<file path="src/verilog/becs_pkg.sv">
// constants and types shared by the branch/execute cycle sequencer
package becs_pkg;

  // ----------------------------------------------------------------
  // opcode field, instr[15:6]; values picked for this block
  // ----------------------------------------------------------------
  localparam logic [9:0] BECS_OP_EXEC = 10'h010;
  localparam logic [9:0] BECS_OP_BRANCH = 10'h011;
  localparam logic [9:0] BECS_OP_LINK = 10'h012;
  localparam logic [9:0] BECS_OP_CTXSW = 10'h013;

  // ----------------------------------------------------------------
  // workspace register numbers and address arithmetic
  // ----------------------------------------------------------------
  localparam logic [3:0] BECS_WR_LINK = 4'hb;
  localparam logic [3:0] BECS_WR_OLD_WP = 4'hd;
  localparam logic [3:0] BECS_WR_OLD_PC = 4'he;
  localparam logic [3:0] BECS_WR_STATUS = 4'hf;
  localparam logic [15:0] BECS_PC_INC = 16'h0002;
  localparam logic [15:0] BECS_VEC_PC_OFS = 16'h0002;

  // ----------------------------------------------------------------
  // reset values and step numbers
  // ----------------------------------------------------------------
  localparam logic [15:0] BECS_RST_WORD = 16'h0000;
  localparam logic [7:0] BECS_STEP_FETCH = 8'h01;
  localparam logic [7:0] BECS_STEP_DECODE = 8'h02;
  localparam logic [7:0] BECS_STEP_BASE = 8'h03;
  localparam logic [3:0] BECS_RST_COUNT = 4'h0;

  typedef enum logic [3:0] {
    BECS_IDLE, BECS_FETCH, BECS_DECODE, BECS_DERIV, BECS_ALU3,
    BECS_BL4, BECS_BL5W,
    BECS_BW4, BECS_BW5W, BECS_BW6, BECS_BW7W, BECS_BW8, BECS_BW9W,
    BECS_BW10, BECS_BW11R, BECS_BW12
  } becs_state_t;

  // byte address of workspace register n
  function automatic logic [15:0] becs_wr_addr(input logic [15:0] wp, input logic [3:0] n);
    becs_wr_addr = wp + {11'h000, n, 1'b0};
  endfunction

endpackage

</file>
<file path="src/verilog/becs_deriv_if.sv">
// link between the sequencer and its operand-derivation timer
interface becs_deriv_if;
  logic start;
  logic [3:0] ns_count;
  logic hold;
  logic busy;
  logic last;

  modport seq (output start, output ns_count, output hold, input busy, input last);
  modport timer (input start, input ns_count, input hold, output busy, output last);
endinterface

</file>
<file path="src/verilog/becs_deriv_timer.sv">
// counts the operand-derivation cycles inserted after the decode step
module becs_deriv_timer
  import becs_pkg::*;
(
  input wire logic core_clk,
  input wire logic rst_b,
  becs_deriv_if.timer dif
);

  logic [3:0] cnt;
  logic [3:0] next_cnt;

  always_comb begin
    next_cnt = cnt;
    if (dif.start) begin
      next_cnt = dif.ns_count;
    end else if (cnt != BECS_RST_COUNT && !dif.hold) begin
      next_cnt = cnt - 4'h1;
    end
  end

  always_ff @(posedge core_clk or negedge rst_b) begin
    if (!rst_b) begin
      cnt <= BECS_RST_COUNT;
    end else begin
      cnt <= next_cnt;
    end
  end

  assign dif.busy = (cnt != BECS_RST_COUNT);
  assign dif.last = (cnt == 4'h1) && !dif.hold;

  a_count_down: assert property (@(posedge core_clk) disable iff (!rst_b)
    (dif.busy && !dif.hold && !dif.start) |=> (cnt == $past(cnt) - 4'h1)) // see (RULE_02)
    else $error("derivation count did not step down");

endmodule // becs_deriv_timer

</file>
<file path="src/verilog/becs_sequencer.sv">
// machine-cycle sequencer for execute, branch, branch-and-link and context-switch branch
//
// How it works
// (RULE_01) execute runs the operand's instruction sequence next
// (RULE_02) insert operand_derivation_cycles after fetch and ALU
// (RULE_03) plain branch fetches operand, ends one ALU
// (RULE_04) link: ALU at link_register, write PC+2
// (RULE_05) context switch writes status to register 15
// (RULE_06) context switch writes PC+2 to register 14
// (RULE_07) step 8+Ns ALU already addresses register 13
// (RULE_08) step 9+Ns writes old pointer to 13
// (RULE_09) then ALU, vector PC read, final ALU
// (RULE_10) every sequence: fetch at PC, then ALU
module becs_sequencer
  import becs_pkg::*;
(
  input wire logic core_clk,
  input wire logic rst_b,
  input wire logic start,
  input wire logic [15:0] pc,
  input wire logic [15:0] wp,
  input wire logic [15:0] status_reg,
  input wire logic [3:0] operand_derivation_cycles,
  input wire logic [15:0] source_operand_value,
  input wire logic [15:0] source_addr,
  input wire logic [15:0] deriv_addr,
  input wire logic [15:0] deriv_data,
  input wire logic deriv_rd,
  input wire logic deriv_wr,
  input wire logic mem_ready,
  input wire logic [15:0] mem_rdata,
  output logic [15:0] addr_bus,
  output logic [15:0] data_bus_value,
  output logic mem_rd,
  output logic mem_wr,
  output logic alu_cycle,
  output logic [7:0] step_num,
  output logic seq_busy,
  output logic seq_done,
  output logic pc_load,
  output logic [15:0] pc_value,
  output logic wp_load,
  output logic [15:0] wp_value
);

  becs_deriv_if dif ();

  becs_deriv_timer u_timer (
    .core_clk(core_clk),
    .rst_b(rst_b),
    .dif(dif)
  );

  // ----------------------------------------------------------------
  // sequencing state
  // ----------------------------------------------------------------
  becs_state_t state, next_state;
  logic [15:0] instr, next_instr;
  logic [15:0] sd, next_sd;
  logic [15:0] sa, next_sa;
  logic [15:0] bus_a, next_bus_a;
  logic [15:0] bus_d, next_bus_d;
  logic bus_rd, next_bus_rd;
  logic bus_wr, next_bus_wr;
  logic [7:0] next_step;
  logic next_done, next_pc_load, next_wp_load;
  logic [15:0] next_pc_value, next_wp_value;
  logic [15:0] ret_addr;
  logic mem_wait;
  logic deriv_mem;

  assign ret_addr = pc + BECS_PC_INC;
  // memory cycles stretch until the memory answers
  assign mem_wait = (bus_rd || bus_wr) && !mem_ready;
  assign deriv_mem = (deriv_rd || deriv_wr) && !mem_ready;
  assign dif.ns_count = operand_derivation_cycles;
  assign dif.hold = (state == BECS_DERIV) && deriv_mem;
  assign dif.start = (state == BECS_DECODE);

  always_comb begin
    next_state = state;
    next_instr = instr;
    next_sd = sd;
    next_sa = sa;
    next_step = step_num;
    next_done = 1'b0;
    next_pc_load = 1'b0;
    next_wp_load = 1'b0;
    next_pc_value = pc_value;
    next_wp_value = wp_value;
    case (state)
      BECS_IDLE: begin
        if (start) begin
          next_state = BECS_FETCH;
        end
      end
      BECS_FETCH: begin
        if (!mem_wait) begin
          next_instr = mem_rdata; // see (RULE_10)
          next_state = BECS_DECODE;
        end
      end
      BECS_DECODE: begin
        // register-direct operands need no derivation cycles
        if (operand_derivation_cycles == BECS_RST_COUNT) begin
          next_sd = source_operand_value;
          next_sa = source_addr;
          next_state = BECS_ALU3;
        end else begin
          next_state = BECS_DERIV; // see (RULE_02)
        end
      end
      BECS_DERIV: begin
        if (dif.last) begin
          next_sd = source_operand_value; // see (RULE_03) (RULE_04)
          next_sa = source_addr;
          next_state = BECS_ALU3;
        end
      end
      BECS_ALU3: begin
        case (instr[15:6])
          BECS_OP_EXEC: begin
            // the operand word is already here, so no second fetch
            next_instr = sd; // see (RULE_01)
            next_state = BECS_DECODE;
          end
          BECS_OP_LINK: next_state = BECS_BL4;
          BECS_OP_CTXSW: next_state = BECS_BW4;
          default: begin
            next_pc_load = (instr[15:6] == BECS_OP_BRANCH); // see (RULE_03)
            next_pc_value = sa;
            next_done = 1'b1;
            next_state = BECS_IDLE;
          end
        endcase
      end
      BECS_BL4: next_state = BECS_BL5W;
      BECS_BL5W: begin
        if (!mem_wait) begin
          next_pc_load = 1'b1;
          next_pc_value = sa;
          next_done = 1'b1;
          next_state = BECS_IDLE;
        end
      end
      BECS_BW4: next_state = BECS_BW5W;
      BECS_BW5W: if (!mem_wait) next_state = BECS_BW6;
      BECS_BW6: next_state = BECS_BW7W;
      BECS_BW7W: if (!mem_wait) next_state = BECS_BW8;
      BECS_BW8: next_state = BECS_BW9W;
      BECS_BW9W: if (!mem_wait) next_state = BECS_BW10;
      BECS_BW10: next_state = BECS_BW11R;
      BECS_BW11R: begin
        if (!mem_wait) begin
          next_pc_value = mem_rdata; // see (RULE_09)
          next_state = BECS_BW12;
        end
      end
      BECS_BW12: begin
        next_pc_load = 1'b1;
        next_wp_load = 1'b1;
        next_wp_value = sd;
        next_done = 1'b1;
        next_state = BECS_IDLE;
      end
      default: next_state = BECS_IDLE;
    endcase
    // step numbering follows the cycle tables; derivation cycles count one each
    if (next_state == BECS_FETCH && state != BECS_FETCH) begin
      next_step = BECS_STEP_FETCH;
    end else if (next_state == BECS_DECODE && state == BECS_ALU3) begin
      next_step = BECS_STEP_DECODE;
    end else if (next_state != state || (state == BECS_DERIV && !deriv_mem)) begin
      next_step = step_num + 8'h01;
    end
  end

  // ----------------------------------------------------------------
  // bus contents for the cycle being entered; hold means no change
  // ----------------------------------------------------------------
  always_comb begin
    next_bus_a = bus_a;
    next_bus_d = bus_d;
    next_bus_rd = 1'b0;
    next_bus_wr = 1'b0;
    if (next_state != state) begin
      case (next_state)
        BECS_FETCH: begin
          next_bus_a = pc; // see (RULE_10)
          next_bus_rd = 1'b1;
        end
        // the operand is not derived yet, so the decode cycle shows the input as it stands
        BECS_DECODE: next_bus_d = source_operand_value;
        BECS_ALU3, BECS_BW10, BECS_BW12: next_bus_d = next_sd;
        BECS_BL4: begin
          next_bus_a = becs_wr_addr(wp, BECS_WR_LINK); // see (RULE_04)
          next_bus_d = next_sd;
        end
        BECS_BL5W: begin
          next_bus_d = ret_addr; // see (RULE_04)
          next_bus_wr = 1'b1;
        end
        BECS_BW4: next_bus_a = becs_wr_addr(sd, BECS_WR_STATUS);
        BECS_BW5W: begin
          next_bus_d = status_reg; // see (RULE_05)
          next_bus_wr = 1'b1;
        end
        BECS_BW6: next_bus_d = ret_addr;
        BECS_BW7W: begin
          next_bus_a = becs_wr_addr(sd, BECS_WR_OLD_PC); // see (RULE_06)
          next_bus_d = ret_addr;
          next_bus_wr = 1'b1;
        end
        BECS_BW8: begin
          next_bus_a = becs_wr_addr(sd, BECS_WR_OLD_WP); // see (RULE_07)
          next_bus_d = sd;
        end
        BECS_BW9W: begin
          next_bus_d = wp; // see (RULE_08)
          next_bus_wr = 1'b1;
        end
        BECS_BW11R: begin
          next_bus_a = sa + BECS_VEC_PC_OFS; // see (RULE_09)
          next_bus_rd = 1'b1;
        end
        default: begin
          next_bus_a = bus_a;
        end
      endcase
    end else begin
      next_bus_rd = bus_rd && mem_wait;
      next_bus_wr = bus_wr && mem_wait;
    end
  end

  always_ff @(posedge core_clk or negedge rst_b) begin
    if (!rst_b) begin
      state <= BECS_IDLE;
      instr <= BECS_RST_WORD;
      sd <= BECS_RST_WORD;
      sa <= BECS_RST_WORD;
      bus_a <= BECS_RST_WORD;
      bus_d <= BECS_RST_WORD;
      bus_rd <= 1'b0;
      bus_wr <= 1'b0;
      step_num <= 8'h00;
      seq_done <= 1'b0;
      pc_load <= 1'b0;
      wp_load <= 1'b0;
      pc_value <= BECS_RST_WORD;
      wp_value <= BECS_RST_WORD;
    end else begin
      state <= next_state;
      instr <= next_instr;
      sd <= next_sd;
      sa <= next_sa;
      bus_a <= next_bus_a;
      bus_d <= next_bus_d;
      bus_rd <= next_bus_rd;
      bus_wr <= next_bus_wr;
      step_num <= next_step;
      seq_done <= next_done;
      pc_load <= next_pc_load;
      wp_load <= next_wp_load;
      pc_value <= next_pc_value;
      wp_value <= next_wp_value;
    end
  end

  // ----------------------------------------------------------------
  // outputs; the external derivation logic owns the bus meanwhile
  // ----------------------------------------------------------------
  assign addr_bus = (state == BECS_DERIV) ? deriv_addr : bus_a;
  assign data_bus_value = (state == BECS_DERIV) ? deriv_data : bus_d;
  assign mem_rd = (state == BECS_DERIV) ? deriv_rd : bus_rd;
  assign mem_wr = (state == BECS_DERIV) ? deriv_wr : bus_wr;
  assign alu_cycle = (state != BECS_IDLE) && !mem_rd && !mem_wr;
  assign seq_busy = (state != BECS_IDLE);

  // ----------------------------------------------------------------
  // checks
  // ----------------------------------------------------------------
  logic [3:0] ns_seen;
  always_ff @(posedge core_clk or negedge rst_b) begin
    if (!rst_b) begin
      ns_seen <= BECS_RST_COUNT;
    end else if (state == BECS_DECODE) begin
      ns_seen <= operand_derivation_cycles;
    end
  end

  a_fetch_then_alu: assert property (@(posedge core_clk) disable iff (!rst_b) // see (RULE_10)
    (state == BECS_FETCH && mem_ready) |=> (state == BECS_DECODE && alu_cycle && addr_bus == $past(addr_bus)))
    else $error("fetch not followed by ALU cycle at same address");
  a_alu3_step: assert property (@(posedge core_clk) disable iff (!rst_b) // see (RULE_02)
    (state == BECS_ALU3) |-> (step_num == BECS_STEP_BASE + {4'h0, ns_seen}))
    else $error("ALU step after derivation misnumbered");
  a_deriv_busy: assert property (@(posedge core_clk) disable iff (!rst_b) // see (RULE_02)
    (state == BECS_DERIV) |-> dif.busy)
    else $error("derivation cycle with idle timer");
  a_exec_redecode: assert property (@(posedge core_clk) disable iff (!rst_b) // see (RULE_01)
    (state == BECS_ALU3 && instr[15:6] == BECS_OP_EXEC) |=> (state == BECS_DECODE && instr == $past(sd)))
    else $error("execute did not take up operand instruction");
  a_branch_end: assert property (@(posedge core_clk) disable iff (!rst_b) // see (RULE_03)
    (state == BECS_ALU3 && instr[15:6] == BECS_OP_BRANCH) |=> (pc_load && seq_done && pc_value == $past(sa)))
    else $error("branch did not end after one ALU cycle");
  a_link_write: assert property (@(posedge core_clk) disable iff (!rst_b) // see (RULE_04)
    (state == BECS_BL4) |=> (mem_wr && addr_bus == $past(addr_bus) && data_bus_value == $past(ret_addr)))
    else $error("link write wrong");
  a_status_save: assert property (@(posedge core_clk) disable iff (!rst_b) // see (RULE_05)
    (state == BECS_BW5W) |-> (mem_wr && step_num == 8'h05 + {4'h0, ns_seen} && data_bus_value == $past(status_reg)))
    else $error("status save wrong");
  a_ret_save: assert property (@(posedge core_clk) disable iff (!rst_b) // see (RULE_06)
    $rose(state == BECS_BW7W) |-> (mem_wr && addr_bus == becs_wr_addr(sd, BECS_WR_OLD_PC)
      && step_num == 8'h07 + {4'h0, ns_seen}))
    else $error("return address save wrong");
  a_wp_save: assert property (@(posedge core_clk) disable iff (!rst_b) // see (RULE_07)
    (state == BECS_BW8) |-> (alu_cycle && addr_bus == becs_wr_addr(sd, BECS_WR_OLD_WP))
      ##1 (mem_wr && addr_bus == $past(addr_bus) && data_bus_value == wp)) // see (RULE_08)
    else $error("old pointer save wrong");
  a_vector_read: assert property (@(posedge core_clk) disable iff (!rst_b) // see (RULE_09)
    (state == BECS_BW10 && alu_cycle) |=> (mem_rd && addr_bus == sa + BECS_VEC_PC_OFS))
    else $error("vector read wrong");

endmodule // becs_sequencer

</file>
<file path="config.mk">
export PLATFORM = sky130hd
export DESIGN_NAME = becs_sequencer
export DESIGN_NICKNAME = d
export VERILOG_FILES = /design/src/verilog/becs_pkg.sv /design/src/verilog/becs_deriv_if.sv /design/src/verilog/becs_deriv_timer.sv /design/src/verilog/becs_sequencer.sv
export SDC_FILE = /design/constraint.sdc
export NUM_CORES = 1
export LEC_CHECK = 0
export BUFFER_PORTS_ARGS = -buffer_cell sky130_fd_sc_hd__buf_2
export CORE_MARGIN = 3
export CORE_UTILIZATION = 35
export DETAILED_ROUTE_END_ITERATION = 10
export SETUP_SLACK_MARGIN = 0.05
export SYNTH_ARGS = -nofsm -noshare
export SYNTH_HDL_FRONTEND = slang
export SYNTH_HIERARCHICAL = 1
export SYNTH_SLANG_ARGS = --single-unit
export TNS_END_PERCENT = 5
</file>
<file path="constraint.sdc">
create_clock -name core_clk -period 9.7 [get_ports core_clk]
set_input_delay 1.94 -clock core_clk [delete_from_list [all_inputs] [get_ports core_clk]]
set_output_delay 1.94 -clock core_clk [all_outputs]
set_load 0.01 [all_outputs]
</file>
==> Word level (Yosys, flattened, before mapping) <==
Index checks and enable logic that the tools add are counted.
Widths: inputs -> output; s select.
{ "totals": {"ff_bits": 133, "input_bits": 138, "out_inout_bits": 79, "elab_cells": 151} }
{ "classes": {"addsub": 8, "n_eq_ne": 43, "n_mux": 44, "n_reduce_logical": 41} }
{ "ops": {"columns": ["cell", "count"], "rows": [
  ["$pmux 16 s6", 2],
  ["$mux 16", 10],
  ["$pmux 16 s2", 3],
  ["$add 16x5->16 const B", 4],
  ["$eq 4x4->1 const B", 16],
  ["$pmux 4 s16", 1],
  ["$pmux 16 s3", 1],
  ["$eq 10x5->1 const B", 4],
  ["$mux 4", 10],
  ["$add 16x2->16 const B", 2],
  ["$eq 4x3->1 const B", 8],
  ["$mux 8", 3],
  ["$eq 4x1->1 const B", 3],
  ["$eq 4x2->1 const B", 3],
  ["$logic_and 1x1->1", 12],
  ["$reduce_bool 6->1", 2],
  ["$mux 1", 10],
  ["$ne 2x2->1 const B", 5],
  ["$pmux 3 s3", 1],
  ["$add 8x1->8 const B", 1],
  ["$logic_not 4->1", 2],
  ["$reduce_bool 4->1", 2],
  ["$reduce_or 4->1", 2],
  ["$pmux 1 s3", 2],
  ["other kinds (14)", 27]
]} }

==> Depth between registers and ports, before layout <==
Gate-level depths: netlist (run 1).
{ "logic_depth": {"word_depth": 12, "ltp_mapped": 17, "depth_no_buf": 16} }

==> Hierarchy <==
Netlist (run 1), hierarchy kept.
{ "modules_own_cells": {"columns": ["module", "n_inst", "cells_per_inst", "area_per_inst_um2", "seq_area_each_um2"], "rows": [
  ["becs_sequencer", 1, 939, 8276.7, 3078.0],
  ["becs_deriv_timer", 1, 28, 264.0, 100.1]
]} }

==> Least setup slack after synthesis (run 1) <==
Ideal clock, no wire load.
{ "synth_path": {"path_type": "in2reg", "startpoint": "input port mem_ready", "endpoint": "register bus_a[12]", "setup_ns": 0.121, "t_arrival_ns": 5.688, "required_ns": 9.579, "path_slack_ns": 3.891, "cell_stages": 15, "n_path_buf": 1, "cell_sequence": "nor4_1 > nor4b_1 > a211oi_2 > o211ai_4 > and3_1 > a211oi_2 > buf_2 > ha_1 > nand2b_1 > a31oi_1 > nand2_1 > xor2_1 > nor2_1 > or4_1 > a22o_1"} }
{ "synth_between": {"elab_chain_len": 10, "elab_cells_between_ends": 24, "cone_classes": "eq/ne (7); mux (9); reduce/logical (8)"} }
{ "synth_lines": {"columns": ["item", "line", "source"], "rows": [
  ["start: declaration", "becs_sequencer.sv:30", "input wire logic mem_ready,"],
  ["$logic_not 1->1 *", "becs_sequencer.sv:75", "assign deriv_mem = (deriv_rd || deriv_wr) && !mem_ready;"],
  ["$logic_and 1x1->1 *", "becs_sequencer.sv:75", null],
  ["$logic_and 1x1->1 *", "becs_sequencer.sv:77", "assign dif.hold = (state == BECS_DERIV) && deriv_mem;"],
  ["$logic_not 1->1 *", "becs_deriv_timer.sv:31", "assign dif.last = (cnt == 4'h1) && !dif.hold;"],
  ["$logic_and 1x1->1 *", "becs_deriv_timer.sv:31", null],
  ["named net dif.last", "becs_deriv_if.sv:7", "logic last;"],
  ["$mux 4 *", "becs_sequencer.sv:114", "if (dif.last) begin"],
  ["$pmux 4 s16 *", "becs_sequencer.sv:91", "case (state)"],
  ["$eq 4x1->1 (tied with other cells)", "becs_sequencer.sv:187", "case (next_state)"],
  ["$reduce_bool 6->1 (no source line)", null, null],
  ["$reduce_and 2->1 (no source line)", null, null],
  ["end signal: assignment", "becs_sequencer.sv:257", "bus_a <= next_bus_a;"],
  ["end: declaration", "becs_sequencer.sv:61", "logic [15:0] bus_a, next_bus_a;"]
]} }
The timed path passes the listed nets; every way through them passes the cells marked *.
A chain may end at the register's enable or synchronous reset.

==> Final worst setup path (run 1) <==
{ "layout_path": {"startpoint": "input port mem_ready", "endpoint": "register bus_a[15]"} }
{ "layout_between": {"elab_chain_len": 10, "elab_cells_between_ends": 24, "cone_classes": "eq/ne (7); mux (9); reduce/logical (8)"} }
{ "layout_lines": {"columns": ["item", "line", "source"], "rows": [
  ["$logic_not 1->1 *", "becs_sequencer.sv:75", null],
  ["$logic_and 1x1->1 *", "becs_sequencer.sv:75", null],
  ["$logic_and 1x1->1 *", "becs_sequencer.sv:77", null],
  ["named net dif.hold", "becs_deriv_if.sv:5", "logic hold;"],
  ["$logic_not 1->1 *", "becs_deriv_timer.sv:31", null],
  ["$logic_and 1x1->1 *", "becs_deriv_timer.sv:31", null],
  ["named net dif.last", "becs_deriv_if.sv:7", null],
  ["$mux 4 *", "becs_sequencer.sv:114", null],
  ["$pmux 4 s16 *", "becs_sequencer.sv:91", null],
  ["$eq 4x1->1 (tied with other cells)", "becs_sequencer.sv:187", null],
  ["$reduce_bool 6->1 (no source line)", null, null],
  ["$reduce_and 2->1 (no source line)", null, null]
]} }
Marked as above.

==> results of run 1 <==
[state kept, by name (all words and copies together) (netlist names)]
register / cells
pc_load: 1
sd: 16
instr: 10
sa: 16
seq_done: 1
bus_rd: 1
step_num: 8
wp_value: 16
u_timer/cnt: 4
bus_a: 16
bus_wr: 1
state: 4
pc_value: 16
wp_load: 1
bus_d: 16
[routing by layer]
layer	part of all wire, %	routed length [um]
met1	41	13200
met2	48	15400
met3	7.9	2520
met4	3.1	1000
met5	0	0
[worst paths after layout]
check                      cells past startpoint                     from                      end  slack (ps)
max                                           17                mem_ready    bus_a[15]$_DFFE_PN0P_        3420
min                                            2  pc_value[1]$_DFFE_PN0P_  pc_value[1]$_DFFE_PN0P_         470
max reg2reg                                   17       state[1]$_DFF_PN0_    bus_a[15]$_DFFE_PN0P_        3710
min reg2reg                                    2  pc_value[1]$_DFFE_PN0P_  pc_value[1]$_DFFE_PN0P_         470
max in group asynchronous                      3                    rst_b  wp_value[1]$_DFFE_PN0P_        6610
min in group asynchronous                      1                    rst_b  step_num[7]$_DFFE_PN0P_        1490
[worst max-delay path, stage by stage]
cell and delay (ps):
sky130_fd_sc_hd__buf_2 130, sky130_fd_sc_hd__nor4_1 810, sky130_fd_sc_hd__nor4b_1 180, sky130_fd_sc_hd__a211oi_2 360
sky130_fd_sc_hd__o211ai_4 190, sky130_fd_sc_hd__and3_1 290, sky130_fd_sc_hd__a211oi_2 220, sky130_fd_sc_hd__buf_4 280
sky130_fd_sc_hd__inv_2 100, sky130_fd_sc_hd__fa_1 410, sky130_fd_sc_hd__nor3_1 680, sky130_fd_sc_hd__nor2_1 190
sky130_fd_sc_hd__nand3_1 150, sky130_fd_sc_hd__xor2_1 160, sky130_fd_sc_hd__o22ai_1 90, sky130_fd_sc_hd__a221oi_1 240
sky130_fd_sc_hd__a31oi_1 110
[layout by cell type, fill, tap and decap left out, types with 20 or more instances in the layout]
master	count
sky130_fd_sc_hd__buf_2	215
sky130_fd_sc_hd__nand2_1	181
sky130_fd_sc_hd__dfrtp_1	127
sky130_fd_sc_hd__o21ai_0	58
sky130_fd_sc_hd__nor2_1	42
sky130_fd_sc_hd__mux2_2	41
sky130_fd_sc_hd__mux2i_1	31
sky130_fd_sc_hd__inv_1	29
sky130_fd_sc_hd__xnor2_1	29
sky130_fd_sc_hd__xor2_1	28
sky130_fd_sc_hd__nand3_1	27
sky130_fd_sc_hd__a21oi_1	25
sky130_fd_sc_hd__a22o_1	22
sky130_fd_sc_hd__nor3_1	20
[per-stage QoR]
stage          setup WS [ps]  area [um^2]
5_1_grt                 3100        10500
6_report                3420        10500
3_3_place_gp            3290         9880
2_1_floorplan           3890         8540
3_5_place_dp            3110         9880
4_1_cts                 3530        10500
[power by group]
part	total [mW]	internal, mW	switching (mW)
Clock	0.637	0.377	0.261
Combinational	2.03	0.817	1.21
Sequential	1.10	0.782	0.316
Total	3.76	1.98	1.79
[area by class of cell]
cell class,instances,area (um^2),area share (%)
clock buffer,18,429,4.10
clock inverter,14,145,1.39
inverter,30,113,1.08
multi-input combinational,749,5000,47.8
sequential,127,3180,30.4
tap,319,399,3.82
timing repair buffer,231,1200,11.4
==> results.rst, run 1 <==
.. list-table::
   :header-rows: 1

   * - Metric
     - Value
   * - Standard cell core area
     - 23800 um^2
   * - Detailed-route via count
     - 8438
   * - Number of resized instances in the post-cts repair step
     - 0
   * - Final Hold Violating Endpoints
     - 0
   * - Vias in the first global route
     - 8216
   * - Pwr/cell area
     - 360 nW/um^2
   * - RSZ-0062 raised after global routing
     - no
   * - Clock Root Buffer
     - sky130_fd_sc_hd__clkbuf_16
   * - Slew of the pin with the lowest slew margin
     - 1210 ps
   * - Yosys warning count
     - 6
   * - M1 GR Usage
     - 32.3%
   * - Worst-case hold slack
     - 473 ps
   * - Maximum capacitance violations
     - 0
   * - Clock tree from TritonCTS
     - yes
   * - Iteration count of the initial detailed-routing pass
     - 6
   * - Kind of end point of the critical path
     - flop
   * - Power Total
     - 3.76 mW
   * - Post-route clock skew
     - 8.59 ps
   * - Clock transition at the register clock pins on the worst setup and hold paths after CTS
     - 60 ps
   * - Critical Path Source Type
     - primary input
   * - Width of the die
     - 162 um
   * - Post-detailed-route via-to-cell ratio
     - 5.67
   * - Bufs on Longest Clock Path
     - 2
   * - WL/cell
     - 21.6 um
   * - Number of buffers added by the clock tree synthesis step
     - 17
   * - Post-route DRC violation count
     - 0
   * - Layout-stage area growth over the synthesis result
     - 22.5%
   * - Number of filler instances in the final layout
     - 2349
   * - Arrival time at the worst endpoint
     - 6550 ps
   * - Worst relative slew slack
     - 18.8%
   * - Worst supply voltage drop on vdd
     - 156 uV
   * - Core Util, Final
     - 44.0%
   * - Fin Setup TNS
     - 0 ps
   * - Count of buffers added by post-CTS timing repair for setup
     - 0
   * - ANT cells
     - 0
   * - Overall fraction of global-route tracks in use
     - 24.1%
   * - Leakage
     - 4.86 nW
   * - H-Tree Depth
     - 4
   * - F_max
     - 159 MHz
   * - Wire length of the first global-routing pass
     - 48.7 mm
   * - Hold-fix buffers, CTS
     - 0
   * - Number of antenna-violating nets in the routed design
     - 0
   * - Net count after synthesis
     - 1114
   * - Height of the die
     - 162 um
   * - Post-DP HPWL
     - 24.3 mm
   * - Met3 Track Usage GR
     - 4.26%
   * - Met2 GRT Util
     - 39.6%
   * - Mean instance size in the synthesized netlist
     - 8.84 um^2
   * - Run status
     - completed
   * - Total I/O pin count
     - 217
   * - CP Max Fanout
     - 17
   * - Clock Sinks
     - 127
   * - Number of input and output port buffers inserted
     - 216
   * - Count of pins over their slew limit
     - 0
   * - DRC violation total after the first TritonRoute iteration
     - 1060
   * - Number of antenna violations at the first check in global routing
     - 1
   * - Skew-Pair Late Insertion Delay
     - 430 ps
   * - Number of rows in the core area
     - 56
   * - Nets
     - 1304
   * - Fraction of final layout cells sized beyond drive strength 1
     - 28.7%
   * - Required time of the worst setup path
     - 9970 ps
   * - Part of the cycle the worst path needs
     - 64.7%
   * - Total length of routed wires
     - 32.1 mm
   * - Critical Setup Path Class
     - primary input to flop
   * - Non-Filler Instances
     - 1488
   * - Maximum number of pins on one net before global-route repair
     - 47
   * - Global-route congestion overflow total
     - 0
   * - Initial Util
     - 35.9%
   * - Global-route layer with the greatest usage
     - met2
   * - Final GP Congestion
     - 0.949
   * - Mapped cell area
     - 8540 um^2
   * - Number of setup violations in the final report
     - 0
   * - Minimum period implied by the final worst setup slack
     - 6280 ps
   * - Number of cells in the design after placement
     - 1456
   * - Type of the most critical hold path
     - flop to flop
   * - Post-Synthesis Cells
     - 966
   * - Total die area
     - 26300 um^2
(Power assumes the default switching activity.)
==> inputs of run 2 (changes only) <==
==> constraint.sdc (replaced) <==
create_clock -name core_clk -period 5.2 [get_ports core_clk]
set_input_delay 1.04 -clock core_clk [delete_from_list [all_inputs] [get_ports core_clk]]
set_output_delay 1.04 -clock core_clk [all_outputs]
set_load 0.01 [all_outputs]
==> results.rst, run 2 (synthesized netlist as in run 1, its figures left out) <==
.. list-table::
   :header-rows: 1

   * - Metric
     - Value
   * - Run status
     - completed
   * - Clock Sinks
     - 127
   * - Reg power frac
     - 28.0%
   * - Required time of the worst setup path
     - 5520 ps
   * - Register-to-Register Setup Slack
     - 990 ps
   * - Fraction of final layout cells sized beyond drive strength 1
     - 29.9%
   * - Crit path buffers/inverters
     - 2
   * - Total die area
     - 26300 um^2
   * - Layout-stage area growth over the synthesis result
     - 24.4%
   * - Kind of end point of the critical path
     - flop
   * - Post-DP HPWL
     - 25.0 mm
   * - Number of buffers added by the clock tree synthesis step
     - 17
   * - Part of the cycle the worst path needs
     - 81.3%
   * - Endpoint of the worst-slack reg-to-reg timing path
     - bus_a[12]$_DFFE_PN0P_
   * - Number of antenna violations at the first check in global routing
     - 1
   * - Number of antenna-violating nets in the routed design
     - 0
   * - Width of the die
     - 162 um
   * - Number of setup violations in the final report
     - 0
   * - Nets
     - 1325
   * - Most frequent cell on the critical path
     - sky130_fd_sc_hd__a211oi_2
   * - Global-route congestion overflow total
     - 0
   * - Clock tree from TritonCTS
     - yes
   * - Maximum number of pins on one net before global-route repair
     - 50
   * - Cell count of the worst hold path
     - 2
   * - Count of pins over their slew limit
     - 0
   * - Max stage delay on crit path
     - 510 ps
   * - Reg2reg start
     - state[2]$_DFF_PN0_
   * - Sw Pwr
     - 3.37 mW
   * - H-Tree Depth
     - 4
   * - Clock transition at the register clock pins on the worst setup and hold paths after CTS
     - 60 ps
   * - F_max
     - 237 MHz
   * - Initial Util
     - 35.9%
   * - Post-route DRC violation count
     - 0
   * - Worst supply voltage drop on vdd
     - 291 uV
   * - Part of the total power dissipated in the clock network
     - 16.7%
   * - Skew-Pair Late Insertion Delay
     - 440 ps
   * - DRC violation total after the first TritonRoute iteration
     - 925
   * - Overall fraction of global-route tracks in use
     - 24.6%
   * - Detailed-route via count
     - 8456
   * - WL/cell
     - 21.5 um
   * - RSZ-0062 raised after global routing
     - no
   * - Total length of routed wires
     - 32.5 mm
   * - ANT cells
     - 0
   * - Type of the most critical hold path
     - flop to flop
   * - Number of input and output port buffers inserted
     - 216
   * - Pwr/cell area
     - 675 nW/um^2
   * - Worst relative slew slack
     - 30.8%
   * - Cell type group with the largest total delay on the critical path
     - simple AND/OR/NAND/NOR gates
   * - Final Hold Violating Endpoints
     - 0
   * - Reg2reg path depth
     - 16
   * - Hold-fix buffers, CTS
     - 0
   * - Worst Min Path Start
     - pc_value[0]$_DFFE_PN0P_
   * - Slew of the pin with the lowest slew margin
     - 1030 ps
   * - Number of resized instances in the post-cts repair step
     - 0
   * - Standard cell core area
     - 23800 um^2
   * - Number of rows in the core area
     - 56
   * - Iteration count of the initial detailed-routing pass
     - 6
   * - Minimum period implied by the final worst setup slack
     - 4230 ps
   * - Critical Path Source Type
     - primary input
   * - Internal
     - 3.81 mW
   * - Top library cells by usage in the layout, fill and taps aside
     - sky130_fd_sc_hd__buf_2, sky130_fd_sc_hd__nand2_1, sky130_fd_sc_hd__dfrtp_1
   * - Count of buffers added by post-CTS timing repair for setup
     - 0
   * - Total I/O pin count
     - 217
   * - Switching portion of total power
     - 46.9%
   * - Arrival time at the worst endpoint
     - 4550 ps
   * - Final GP Congestion
     - 0.980
   * - Fin Setup TNS
     - 0 ps
   * - Most common library cell in the layout ignoring fill and taps
     - sky130_fd_sc_hd__buf_2
   * - Critical Setup Path Class
     - primary input to flop
   * - Cell-by-cell listing of the critical path
     - buf_2 -> nor4_1 -> buf_4 -> nor4b_1 -> a211oi_2 -> o211ai_4 -> and3_1 -> a211oi_2 -> ha_1 -> nand2b_1 -> a31oi_1 -> nand2_1 -> xor2_1 -> nor2_1 -> or4_1 -> a22o_1
   * - Post-route clock skew
     - 12.2 ps
   * - Leakage
     - 4.98 nW
   * - Clock Root Buffer
     - sky130_fd_sc_hd__clkbuf_16
   * - Height of the die
     - 162 um
   * - Critical-path top delay cell
     - sky130_fd_sc_hd__or4_1
   * - Proportion of power drawn by combinational gates
     - 55.2%
   * - Maximum capacitance violations
     - 0
   * - Bufs on Longest Clock Path
     - 2
   * - CP Max Fanout
     - 8
   * - Worst-case hold path end point
     - pc_value[0]$_DFFE_PN0P_
   * - Post-detailed-route via-to-cell ratio
     - 5.60
   * - Power Total
     - 7.18 mW
   * - Wire length of the first global-routing pass
     - 49.6 mm
   * - Vias in the first global route
     - 8423
[run 2: cell count changes in the layout (fill, tap and decap cells not counted), sizes merged]
| cell | change |
|---|---|
| buf | +21 |
| clkinvlp | -2 |
| clkbuf | +1 |
| inv | +1 |
[run 2: final cells by class]
cell class / count / area, um^2
clock buffers: 19 / 443
repair buffers: 252 / 1350
well taps: 319 / 399
multi-input cells: 749 / 5000
fillers: 2371 / 13100
flip-flops and latches: 127 / 3180
inverters: 30 / 113
clock inverters: 13 / 139
[run 2: worst max path at each step]
stage                            endpoint  depth (start not counted)  slack [ps]                from
global route        bus_a[14]$_DFFE_PN0P_                         17         760  state[2]$_DFF_PN0_
floorplan           bus_a[12]$_DFFE_PN0P_                         15         290           mem_ready
detailed placement  bus_a[12]$_DFFE_PN0P_                         16         540           mem_ready
CTS                 bus_a[12]$_DFFE_PN0P_                         16        1010           mem_ready
finish              bus_a[12]$_DFFE_PN0P_                         16         970           mem_ready
global placement    bus_a[12]$_DFFE_PN0P_                         16         640           mem_ready
[run 2: worst register-to-register path: stages (launching register included)]
cell and delay, ps:
sky130_fd_sc_hd__dfrtp_1 370, sky130_fd_sc_hd__or2_1 330, sky130_fd_sc_hd__nor4_1 300, sky130_fd_sc_hd__buf_4 190
sky130_fd_sc_hd__nor4b_1 70, sky130_fd_sc_hd__a211oi_2 330, sky130_fd_sc_hd__o211ai_4 130, sky130_fd_sc_hd__and3_1 190
sky130_fd_sc_hd__a211oi_2 450, sky130_fd_sc_hd__ha_1 320, sky130_fd_sc_hd__nand2b_1 180, sky130_fd_sc_hd__a31oi_1 260
sky130_fd_sc_hd__nand2_1 100, sky130_fd_sc_hd__xor2_1 140, sky130_fd_sc_hd__nor2_1 50, sky130_fd_sc_hd__or4_1 510
sky130_fd_sc_hd__a22o_1 190
[run 2: through the flow]
step	worst slack, ps	std cells	hold slack (ps)	area, um^2	utilization (%)
2_1_floorplan	291	966	442	8540	-
3_3_place_gp	637	1477	459	10000	42.3
3_5_place_dp	544	1477	465	10000	42.3
4_1_cts	1010	1509	478	10600	44.7
5_1_grt	756	1509	490	10600	44.7
6_report	975	1509	470	10600	44.7
[run 2: metal layers]
metal | up-vias | track usage (%) | wire, um
met1 | 4105 | 32.8 | 13900
met4 | 2 | 7.17 | 777
li1 | 3964 | - | -
met3 | 47 | 4.85 | 2050
met2 | 338 | 40.7 | 15800
met5 | - | 0 | 18
[run 2: power groups by stage]
stage               logic (mW)  registers, mW  clock network, mW
global route              4.33           2.06               1.26
floorplan                 2.69           1.81                  0
finish                    3.96           2.01               1.20
detailed placement        3.92           2.01                  0
global placement          3.90           2.01                  0
CTS                       3.94           2.00               1.22
==> inputs of run 3 (changes only) <==
==> constraint.sdc (replaced) <==
create_clock -name core_clk -period 3.6 [get_ports core_clk]
set_input_delay 0.72 -clock core_clk [delete_from_list [all_inputs] [get_ports core_clk]]
set_output_delay 0.72 -clock core_clk [all_outputs]
set_load 0.01 [all_outputs]
==> results.rst, run 3 (synthesized netlist as in run 1, its figures left out) <==
.. list-table::
   :header-rows: 1

   * - Metric
     - Value
   * - Run status
     - complete, but fails checks
   * - Violated checks
     - negative setup slack
   * - WL/cell
     - 21.3 um
   * - Kind of end point of the critical path
     - flop
   * - Wire length of the first global-routing pass
     - 49.6 mm
   * - Worst supply voltage drop on vdd
     - 432 uV
   * - Number of antenna-violating nets in the routed design
     - 0
   * - Clock Root Buffer
     - sky130_fd_sc_hd__clkbuf_16
   * - Clock tree from TritonCTS
     - yes
   * - Critical Path Source Type
     - flop
   * - Minimum period implied by the final worst setup slack
     - 3650 ps
   * - Critical Setup Path Class
     - flop to flop
   * - H-Tree Depth
     - 4
   * - DRC violation total after the first TritonRoute iteration
     - 779
   * - Initial Util
     - 35.9%
   * - Critical-path top delay cell
     - sky130_fd_sc_hd__or4_1
   * - Layout-stage area growth over the synthesis result
     - 30.3%
   * - Met3 Track Usage GR
     - 3.77%
   * - Most common library cell in the layout ignoring fill and taps
     - sky130_fd_sc_hd__buf_2
   * - F_max
     - 274 MHz
   * - Global-route congestion overflow total
     - 0
   * - Post-DP HPWL
     - 25.8 mm
   * - Maximum capacitance violations
     - 0
   * - Final Hold Violating Endpoints
     - 0
   * - Post-detailed-route via-to-cell ratio
     - 5.58
   * - Final GP Congestion
     - 0.968
   * - Global-route layer with the greatest usage
     - met2
   * - Crit path buffers/inverters
     - 0
   * - RSZ-0062 raised after global routing
     - yes
   * - PnR worst setup slack
     - -47.2 ps
   * - M1 GR Usage
     - 33.0%
   * - Total I/O pin count
     - 217
   * - Worst-case hold slack
     - 360 ps
   * - Standard cell core area
     - 23800 um^2
   * - Height of the die
     - 162 um
   * - Total length of routed wires
     - 33.1 mm
   * - Clock Sinks
     - 127
   * - Overall fraction of global-route tracks in use
     - 24.7%
   * - Worst relative slew slack
     - 42.5%
   * - Type of the most critical hold path
     - primary input to async pin
   * - Top library cells by usage in the layout, fill and taps aside
     - sky130_fd_sc_hd__buf_2, sky130_fd_sc_hd__nand2_1, sky130_fd_sc_hd__dfrtp_1
   * - ANT cells
     - 0
   * - Required time of the worst setup path
     - 3910 ps
   * - Vias in the first global route
     - 8319
   * - Part of the cycle the worst path needs
     - 101%
   * - Pwr/cell area
     - 992 nW/um^2
   * - Maximum number of pins on one net before global-route repair
     - 55
   * - Cell type group with the largest total delay on the critical path
     - simple AND/OR/NAND/NOR gates
   * - Core Util, Final
     - 46.8%
   * - Post-route DRC violation count
     - 0
   * - Nets
     - 1366
   * - Slew of the pin with the lowest slew margin
     - 856 ps
   * - Met2 GRT Util
     - 41.4%
   * - Max stage delay on crit path
     - 450 ps
   * - Number of buffers added by the clock tree synthesis step
     - 17
   * - Count of pins over their slew limit
     - 0
   * - Detailed-route via count
     - 8647
   * - Number of rows in the core area
     - 56
   * - Power Total
     - 11.0 mW
   * - Total die area
     - 26300 um^2
   * - Iteration count of the initial detailed-routing pass
     - 7
   * - Bufs on Longest Clock Path
     - 2
   * - Number of antenna violations at the first check in global routing
     - 0
   * - Cell-by-cell listing of the critical path
     - or2_4 -> nor4_4 -> nor4b_2 -> a211oi_2 -> o211ai_4 -> and3_4 -> a211oi_4 -> ha_4 -> nand2b_4 -> a31oi_4 -> nand2_1 -> xor2_1 -> nor2_1 -> or4_1 -> a22o_1
   * - Number of input and output port buffers inserted
     - 216
   * - Post-route clock skew
     - 10.5 ps
   * - Arrival time at the worst endpoint
     - 3960 ps
   * - Skew-Pair Late Insertion Delay
     - 430 ps
   * - Clock transition at the register clock pins on the worst setup and hold paths after CTS
     - 60 ps
   * - Width of the die
     - 162 um
   * - Leakage
     - 5.22 nW
   * - Fraction of final layout cells sized beyond drive strength 1
     - 33.5%
   * - CP Max Fanout
     - 3
   * - Number of setup violations in the final report
     - 4
-- run 3: cell types whose count changed in the layout (fill, tap and decap cells not counted), sizes merged --
cell and delta:
buf +41, clkbuf -1, clkinvlp -3, inv +4
-- run 3: timing repair --
item                                    4_1_cts  5_1_grt
endpoints found under the hold margin         0        0
setup buffers                                 0        3
hold buffers                                  0        0
pin swaps                                     2        1
endpoints found under the setup margin       11       19
gates resized for setup                       2        6
-- run 3: worst paths after layout --
| path | endpoint | startpoint | slack [ps] | cells past startpoint |
|---|---|---|---|---|
| worst max-delay path | bus_a[12]$_DFFE_PN0P_ | state[3]$_DFF_PN0_ | -50 | 15 |
| worst min-delay path | wp_value[12]$_DFFE_PN0P_ | rst_b | 360 | 1 |
| worst max register to register | bus_a[12]$_DFFE_PN0P_ | state[3]$_DFF_PN0_ | -50 | 15 |
| worst min register to register | pc_value[7]$_DFFE_PN0P_ | pc_value[7]$_DFFE_PN0P_ | 480 | 2 |
| max in group asynchronous | bus_d[12]$_DFFE_PN0P_ | rst_b | 2400 | 2 |
| min in group core_clk | pc_value[7]$_DFFE_PN0P_ | pc_value[7]$_DFFE_PN0P_ | 480 | 2 |
-- run 3: worst reg2reg max path, cell delays in order, from the launching register on --
cell and delay, ps:
sky130_fd_sc_hd__dfrtp_1 370, sky130_fd_sc_hd__or2_4 260, sky130_fd_sc_hd__nor4_4 350, sky130_fd_sc_hd__nor4b_2 110, sky130_fd_sc_hd__a211oi_2 280, sky130_fd_sc_hd__o211ai_4 110, sky130_fd_sc_hd__and3_4 210, sky130_fd_sc_hd__a211oi_4 360
sky130_fd_sc_hd__ha_4 260, sky130_fd_sc_hd__nand2b_4 150, sky130_fd_sc_hd__a31oi_4 150, sky130_fd_sc_hd__nand2_1 80, sky130_fd_sc_hd__xor2_1 130, sky130_fd_sc_hd__nor2_1 50, sky130_fd_sc_hd__or4_1 450, sky130_fd_sc_hd__a22o_1 200
-- run 3: layout make-up --
cell class                      instances  area, um^2
Inverter                               30         113
Fill cell                            2308       12600
Sequential cell                       127        3180
Clock inverter                         14         155
Clock buffer                           18         439
Timing Repair Buffer                  293        1720
Multi-Input combinational cell        749        5120
Tap cell                              319         399
-- run 3: per-stage QoR --
step / TNS, ps / std cells / cell area, um^2 / worst slack, ps
final: -103 / 1550 / 11100 / -47.2
after global placement: -3420 / 1515 / 10500 / -378
after floorplan: -2270 / 966 / 8630 / -421
after CTS: -971 / 1547 / 11100 / -175
after detailed placement: -4180 / 1515 / 10500 / -428
after global routing: -1120 / 1550 / 11100 / -237
-- run 3: power by group --
group          internal (mW)  leakage (nW)  total (mW)  switching, mW
Combinational           2.83          3.32        6.37           3.55
Sequential              2.11          1.61        2.87          0.766
Clock                   1.05         0.288        1.78          0.733
Total                   5.98          5.22        11.0           5.05
-- run 3: layer usage --
layer,share of wire (%),vias to the layer above
met4,2.9,0
met3,5.9,59
met1,42,4173
li1,-,4053
met5,0,-
met2,49,362
